--- src/common/perf_monitor_pkg.sv ---
package perf_monitor_pkg;
    localparam int ADDR_W = 4;
    localparam int DATA_W = 8;
    localparam int MAP_W = 16;
    localparam int NUM_TALLY = 7;

    localparam int IDX_CRC = 0;
    localparam int IDX_FER = 1;
    localparam int IDX_ALIGNMENT_CHANGE_TALLY = 2;
    localparam int IDX_OOF = 3;
    localparam int IDX_PAT = 4;
    localparam int IDX_LCV = 5;
    localparam int IDX_DDS = 6;

    localparam logic [ADDR_W-1:0] OFS_CRC_LO = 4'h0;
    localparam logic [ADDR_W-1:0] OFS_CRC_HI = 4'h1;
    localparam logic [ADDR_W-1:0] OFS_FER_LO = 4'h2;
    localparam logic [ADDR_W-1:0] OFS_FER_HI = 4'h3;
    localparam logic [ADDR_W-1:0] OFS_ALIGNMENT_CHANGE_TALLY = 4'h4;
    localparam logic [ADDR_W-1:0] OFS_OOF = 4'h5;
    localparam logic [ADDR_W-1:0] OFS_PAT_LO = 4'h6;
    localparam logic [ADDR_W-1:0] OFS_PAT_HI = 4'h7;
    localparam logic [ADDR_W-1:0] OFS_LCV_LO = 4'h8;
    localparam logic [ADDR_W-1:0] OFS_LCV_HI = 4'h9;
    localparam logic [ADDR_W-1:0] OFS_DDS_LO = 4'hA;
    localparam logic [ADDR_W-1:0] OFS_DDS_HI = 4'hB;
    localparam logic [ADDR_W-1:0] OFS_CTRL = 4'hC;

    localparam int CTRL_AUTO_BIT = 0;
    localparam int CTRL_REQ_BIT = 1;
    localparam int CTRL_FMT_LSB = 2;
    localparam logic [DATA_W-1:0] CTRL_RESET = 8'h00;
    localparam logic [MAP_W-1:0] MAP_RESET = 16'h0000;

    typedef enum logic [1:0] {FMT_SF, FMT_ESF, FMT_DM, FMT_SLC96} frame_format_e;

    localparam int CLK_PERIOD_NS = 20;
    localparam int SNAPSHOT_PERIOD_MS = 1000;
    localparam int SNAPSHOT_PERIOD_CYCLES = SNAPSHOT_PERIOD_MS * 1000000 / CLK_PERIOD_NS;

    function automatic int tally_width(input int idx);
        case (idx)
            IDX_CRC: return 10;
            IDX_FER: return 12;
            IDX_ALIGNMENT_CHANGE_TALLY: return 3;
            IDX_OOF: return 5;
            IDX_DDS: return 10;
            default: return 16;
        endcase
    endfunction

    function automatic logic [MAP_W-1:0] tally_max(input int idx);
        return MAP_W'((33'd1 << tally_width(idx)) - 33'd1);
    endfunction
endpackage

--- src/sat_counter.sv ---
`timescale 1ns/1ns
module sat_counter
    import perf_monitor_pkg::*;
#(
    parameter int WIDTH = 16
)
(
    // Clock and reset
    input wire logic mclk,
    input wire logic rst,
    // Event and snapshot
    input wire logic inc,
    input wire logic snap,
    // Running tally
    output logic [WIDTH-1:0] count
);
    typedef struct packed {
        logic [WIDTH-1:0] count;
    } state_s;

    state_s st;
    state_s next_st;

    if (WIDTH < 1 || WIDTH > MAP_W)
    begin : g_bad_width
        $error("sat_counter width out of range");
    end

    always_comb
    begin
        next_st = st;
        if (snap)
        begin
            next_st.count = WIDTH'(inc);
        end
        else if (inc && st.count != {WIDTH{1'b1}})
        begin
            next_st.count = st.count + WIDTH'(1);
        end
    end

    always_ff @(posedge mclk or posedge rst)
    begin
        if (rst)
        begin
            st <= '0;
        end
        else
        begin
            st <= next_st;
        end
    end

    assign count = st.count;
endmodule

--- src/second_tick.sv ---
`timescale 1ns/1ns
module second_tick
    import perf_monitor_pkg::*;
#(
    parameter int CYCLES = SNAPSHOT_PERIOD_CYCLES
)
(
    // Clock and reset
    input wire logic mclk,
    input wire logic rst,
    // Run and pulse
    input wire logic enable,
    output logic tick
);
    localparam int CW = $clog2(CYCLES);

    typedef struct packed {
        logic [CW-1:0] cnt;
        logic tick;
    } state_s;

    state_s st;
    state_s next_st;

    if (CYCLES < 2)
    begin : g_bad_cycles
        $error("second_tick needs at least two cycles");
    end

    always_comb
    begin
        next_st = st;
        next_st.tick = 1'b0;
        if (!enable)
        begin
            next_st.cnt = '0;
        end
        else if (st.cnt == CW'(CYCLES - 1))
        begin
            next_st.cnt = '0;
            next_st.tick = 1'b1;
        end
        else
        begin
            next_st.cnt = st.cnt + CW'(1);
        end
    end

    always_ff @(posedge mclk or posedge rst)
    begin
        if (rst)
        begin
            st <= '0;
        end
        else
        begin
            st <= next_st;
        end
    end

    assign tick = st.tick;
endmodule

--- src/perf_monitor.sv ---
`timescale 1ns/1ns
module perf_monitor
    import perf_monitor_pkg::*;
#(
    parameter int SECOND_CYCLES = SNAPSHOT_PERIOD_CYCLES
)
(
    // Clock and reset
    input wire logic mclk,
    input wire logic rst,
    // Register port
    input wire logic [ADDR_W-1:0] addr,
    input wire logic [DATA_W-1:0] wdata,
    input wire logic wr,
    input wire logic rd,
    output logic [DATA_W-1:0] rdata,
    // Event pulses from framer, checker and decoder
    input wire logic crc_error,
    input wire logic framing_bit_error,
    input wire logic alignment_change,
    input wire logic sync_loss,
    input wire logic pattern_error,
    input wire logic line_violation,
    input wire logic dds_pattern_error
);
    typedef struct packed {
        logic auto_snapshot_enable;
        logic snapshot_request;
        frame_format_e fmt;
        logic [NUM_TALLY-1:0][MAP_W-1:0] mapped;
        logic [DATA_W-1:0] rdata;
    } state_s;

    state_s st;
    state_s next_st;
    logic [NUM_TALLY-1:0][MAP_W-1:0] cnt;
    logic [NUM_TALLY-1:0] inc;
    logic tick;
    logic ctrl_wr;
    logic req_rise;
    logic snap;

    assign ctrl_wr = wr && addr == OFS_CTRL;
    assign req_rise = ctrl_wr && wdata[CTRL_REQ_BIT] && !st.snapshot_request;
    assign snap = req_rise || (tick && st.auto_snapshot_enable);

    assign inc[IDX_CRC] = crc_error && st.fmt == FMT_ESF;
    assign inc[IDX_FER] = framing_bit_error;
    assign inc[IDX_ALIGNMENT_CHANGE_TALLY] = alignment_change;
    assign inc[IDX_OOF] = sync_loss;
    assign inc[IDX_PAT] = pattern_error;
    assign inc[IDX_LCV] = line_violation;
    assign inc[IDX_DDS] = dds_pattern_error && st.fmt == FMT_DM;

    second_tick #(
        .CYCLES(SECOND_CYCLES)
    ) u_second_tick (
        .mclk(mclk),
        .rst(rst),
        .enable(st.auto_snapshot_enable),
        .tick(tick)
    );

    for (genvar i = 0; i < NUM_TALLY; i++)
    begin : g_tally
        localparam int W = tally_width(i);
        logic [W-1:0] c;

        sat_counter #(
            .WIDTH(W)
        ) u_tally (
            .mclk(mclk),
            .rst(rst),
            .inc(inc[i]),
            .snap(snap),
            .count(c)
        );

        assign cnt[i] = MAP_W'(c);
    end

    always_comb
    begin
        next_st = st;
        next_st.rdata = '0;
        if (ctrl_wr)
        begin
            next_st.auto_snapshot_enable = wdata[CTRL_AUTO_BIT];
            next_st.snapshot_request = wdata[CTRL_REQ_BIT];
            next_st.fmt = frame_format_e'(wdata[CTRL_FMT_LSB +: 2]);
        end
        if (snap)
        begin
            next_st.mapped = cnt;
        end
        if (rd)
        begin
            case (addr)
                OFS_CRC_LO: next_st.rdata = st.mapped[IDX_CRC][7:0];
                OFS_CRC_HI: next_st.rdata = {2'h0, st.mapped[IDX_CRC][9:8], 4'h0};
                OFS_FER_LO: next_st.rdata = st.mapped[IDX_FER][7:0];
                OFS_FER_HI: next_st.rdata = {4'h0, st.mapped[IDX_FER][11:8]};
                OFS_ALIGNMENT_CHANGE_TALLY: next_st.rdata = {5'h00, st.mapped[IDX_ALIGNMENT_CHANGE_TALLY][2:0]};
                OFS_OOF: next_st.rdata = {3'h0, st.mapped[IDX_OOF][4:0]};
                OFS_PAT_LO: next_st.rdata = st.mapped[IDX_PAT][7:0];
                OFS_PAT_HI: next_st.rdata = st.mapped[IDX_PAT][15:8];
                OFS_LCV_LO: next_st.rdata = st.mapped[IDX_LCV][7:0];
                OFS_LCV_HI: next_st.rdata = st.mapped[IDX_LCV][15:8];
                OFS_DDS_LO: next_st.rdata = st.mapped[IDX_DDS][7:0];
                OFS_DDS_HI: next_st.rdata = {2'h0, st.mapped[IDX_DDS][9:8], 4'h0};
                OFS_CTRL: next_st.rdata = {4'h0, st.fmt, st.snapshot_request,
                    st.auto_snapshot_enable};
                default: next_st.rdata = '0;
            endcase
        end
    end

    always_ff @(posedge mclk or posedge rst)
    begin
        if (rst)
        begin
            st.auto_snapshot_enable <= CTRL_RESET[CTRL_AUTO_BIT];
            st.snapshot_request <= CTRL_RESET[CTRL_REQ_BIT];
            st.fmt <= FMT_SF;
            st.mapped <= {NUM_TALLY{MAP_RESET}};
            st.rdata <= '0;
        end
        else
        begin
            st <= next_st;
        end
    end

    assign rdata = st.rdata;
endmodule

--- config.mk ---
export PLATFORM = sky130hd
export DESIGN_NAME = perf_monitor
export DESIGN_NICKNAME = d
export VERILOG_FILES = /design/src/common/perf_monitor_pkg.sv /design/src/sat_counter.sv /design/src/second_tick.sv /design/src/perf_monitor.sv
export SDC_FILE = /design/constraint.sdc
export NUM_CORES = 1
export LEC_CHECK = 0
export BUFFER_PORTS_ARGS = -buffer_cell sky130_fd_sc_hd__clkbuf_2
export CAP_MARGIN = 10
export CELL_PAD_IN_SITES_DETAIL_PLACEMENT = 1
export CELL_PAD_IN_SITES_GLOBAL_PLACEMENT = 2
export CORE_ASPECT_RATIO = 0.9
export CORE_MARGIN = 2
export CORE_UTILIZATION = 40
export DETAILED_ROUTE_END_ITERATION = 6
export HOLD_SLACK_MARGIN = 0.15
export PLACE_DENSITY = 0.83
export SETUP_SLACK_MARGIN = 0.05
export SKIP_CTS_REPAIR_TIMING = 1
export SLEW_MARGIN = 0
export SYNTH_ARGS = -nofsm -noshare
export SYNTH_HDL_FRONTEND = slang
export SYNTH_SLANG_ARGS = --single-unit
--- constraint.sdc ---
create_clock -name mclk -period 7.8 [get_ports mclk]
set_clock_uncertainty 0.2 [all_clocks]
set_input_delay 0.39 -clock mclk [delete_from_list [all_inputs] [get_ports mclk]]
set_output_delay 0.39 -clock mclk [all_outputs]
set_load 0.01 [all_outputs]
==> impl_results.md <==
- RSZ-0062 raised after global routing: no
- CP bufs+invs: 2
- Final worst slack: 4.636 ns
- Critical-path maximum fanout: 73
- Setup slack at placement: 4.156 ns
- Detailed-router iteration count before antenna repair: 5
- Max incr delay on CP: 0.79 ns
- # setup viols final: 0
- Crit. End Element: register
- WL/cell: 17.59 µm
- Syn Area/Cell: 9.154 µm²
- Iteration-0 DRC count of the detailed router: 388
- Routed via count: 6983
- Clock sinks: 183
- GR Util All Layers: 20.28%
- DRC viols: 0
- Delay-heaviest family, CP: buffers and inverters
- First-pass GRT wire length: 38350 µm
- Synth-to-Final Area Change: 10.68%
- Gate Count Post-Synth: 984
- CTS tree: built
- Layout cells sized above 1: 8.367%
- Nets: 1024
- Mapped Area: 9007 µm²
- Clk slew on worst S/H paths: 0.07 ns
- Worst Reg2Reg Path Length in Cells: 6
- Seq/Total Area, Yosys: 50.84%
- Critical path arrival: 3.31 ns
- Max VDD drop: 0.0001143 V
- Total CTS buffers: 17
- CP max stage cell: a32o_4
- Pwr Density: 242.7 nW/µm²
- Critical Path Stages: 7
- Vias in the first global route: 7151
- Max-Cap Viols: 0
- Synth Register Bits: 183
- Gpl congestion: 0.8327
- LEAKAGE: 0.004610 µW
- Yosys cell types: 61
- Status: completed
- Die ar.: 23740 µm²
- Fmax: 316.1 MHz
- H-Tree Depth: 4
- CP cell instances: clkbuf_2 -> nor2b_1 -> a32o_4 -> buf_4 -> and2_0 -> a211oi_1 -> a31oi_1
- Die width: 162.2 µm
- Slew @ Worst Pin: 0.9874 ns
- Site Rows: 52
- Fillers: 2577
- Endpoints failing hold: 0
- Post-route setup TNS: 0 ns
- Die height: 146.4 µm
- Max-slew violations: 0
- Warnings from Yosys: 0
- Post-Route WL: 22890 µm
- CTS max path bufs: 2
- Clock latency on the worst-skew pair: 0.43 ns
- GRT overflow: 0
- Hpwl dp: 15270 µm
- Required @ worst endpoint: 7.95 ns
- ANT cells: 0
- Syn_nets: 1017
- Vias per cell: 5.367
- Port Buf Inserts: 26
- CP startpoint kind: input port
- Routed Antenna Nets: 0
- Kind of critical path: input port to register
- Max_slew headroom: 33.31%
- Min Tclk post-route: 3.164 ns
- Antenna violations before repair: 0
- Core area: 22320 µm²
- Root Driver: clkbuf_16
- Largest net degree at the start of global routing: 109
- Initial Util: 40.36%
- Async SR Flop Fraction: 100.0%
- Post-synth EDFFs: 0
- Min-Delay Path Class: input port to register
- Hold_ws: 0.1702 ns
- Final clock period utilization by the worst path: 40.56%
- Ports: 31
- Main synth FF type: dfrtp_1
- Cell depth of the worst hold path: 4
per-layer routing:
layer	global-route usage, %	wire length, µm	vias up
met2	30.47	10200	86
met3	3.665	675	19
met5	0	0	-
li1	-	-	3374
met4	5.044	248	0
met1	30.38	11760	3504
layout make-up:
type | instances | area [µm²] | area share (%)
clock inverters | 11 | 113.9 | 1.142
multi-input cells | 737 | 4140 | 41.53
clock buffers | 21 | 450.4 | 4.518
inverters | 11 | 48.80 | 0.4895
well taps | 297 | 371.6 | 3.727
flip-flops and latches | 183 | 4579 | 45.93
repair buffers | 41 | 265.3 | 2.661
synthesized netlist by cell type, types with 10 or more instances:
cell type	count	share of area, %
o21ai_1	14	0.78
nor2_1	98	4.1
buf_2	26	1.4
ha_1	10	1.4
nand4_1	28	1.9
xnor2_1	27	2.6
or3_1	10	0.69
nand3_1	43	2.4
mux2i_1	13	1.4
inv_1	11	0.46
nor3_1	26	1.4
mux2_2	11	1.4
nor2b_1	10	0.69
and3_1	19	1.3
buf_4	10	0.83
dfrtp_1	183	51
xor2_1	35	3.4
clkbuf_1	14	0.58
nand2_1	255	11
a21oi_1	33	1.8
power by group:
part | internal, µW | switching, µW
clock | 455 | 395
combinational | 136 | 189
sequential | 1080 | 163
total | 1670 | 747
placed cells by master (no fill, tap or decap), types with 9 or more instances in the layout:
| cell type | instances |
|---|---|
| a21oi_1 | 33 |
| and3_1 | 19 |
| clkbuf_16 | 17 |
| clkbuf_2 | 26 |
| dfrtp_1 | 183 |
| dlygate4sd3_1 | 9 |
| ha_1 | 10 |
| inv_1 | 10 |
| mux2_2 | 11 |
| mux2i_1 | 13 |
| nand2_1 | 255 |
| nand3_1 | 43 |
| nand4_1 | 28 |
| nor2_1 | 98 |
| nor2b_1 | 10 |
| nor3_1 | 26 |
| o21ai_0 | 9 |
| o21ai_1 | 14 |
| or3_1 | 10 |
| xnor2_1 | 27 |
| xor2_1 | 35 |
cell families after synthesis:
kind of cell | share of synthesized area [%]
multiplexers | 2.945
adder cells (fa/ha/maj) | 1.389
XOR/XNOR | 6.029
AND/OR/NAND/NOR | 27.28
flip-flops | 50.84
AO/OA/AOI/OAI | 7.987
buffers and inverters | 3.528
registers in the layout, indices dropped and copies added (netlist names):
signal                 count
u_second_tick.tick         1
u_second_tick.st          26
st                        76
rdata                      8
g_tally.u_tally.count     72
metrics by stage:
step                      power (µW)  std cells  util, %  instance area (µm²)
after floorplan                 1457        984        -                 9007
after global placement          1564       1260    41.74                 9315
after detailed placement        1587       1260    41.74                 9315
after CTS                       2445       1292    44.27                 9879
after global routing            2560       1301    44.67                 9970
final                           2420       1301    44.67                 9970
path summary, 6_finish.rpt:
path / from / end / slack (ns)
worst max-delay path: addr[2] / g_tally[3].u_tally.count[0] / 4.64
worst min-delay path: sync_loss / g_tally[3].u_tally.count[0] / 0.17
worst max register to register: st[122] / g_tally[3].u_tally.count[0] / 4.95
worst min register to register: st[78] / st[78] / 0.27
max in group asynchronous: rst / g_tally[6].u_tally.count[3] / 5.46
min in group asynchronous: rst / g_tally[4].u_tally.count[0] / 0.46
tightest hold or removal path, delay by kind of cell:
kind	cells	cell delay (ns)
buf+inv	1	0.08
simple gates	1	0.11
compound gates	2	0.17
No activity file was read; power rests on OpenSTA's default activity.
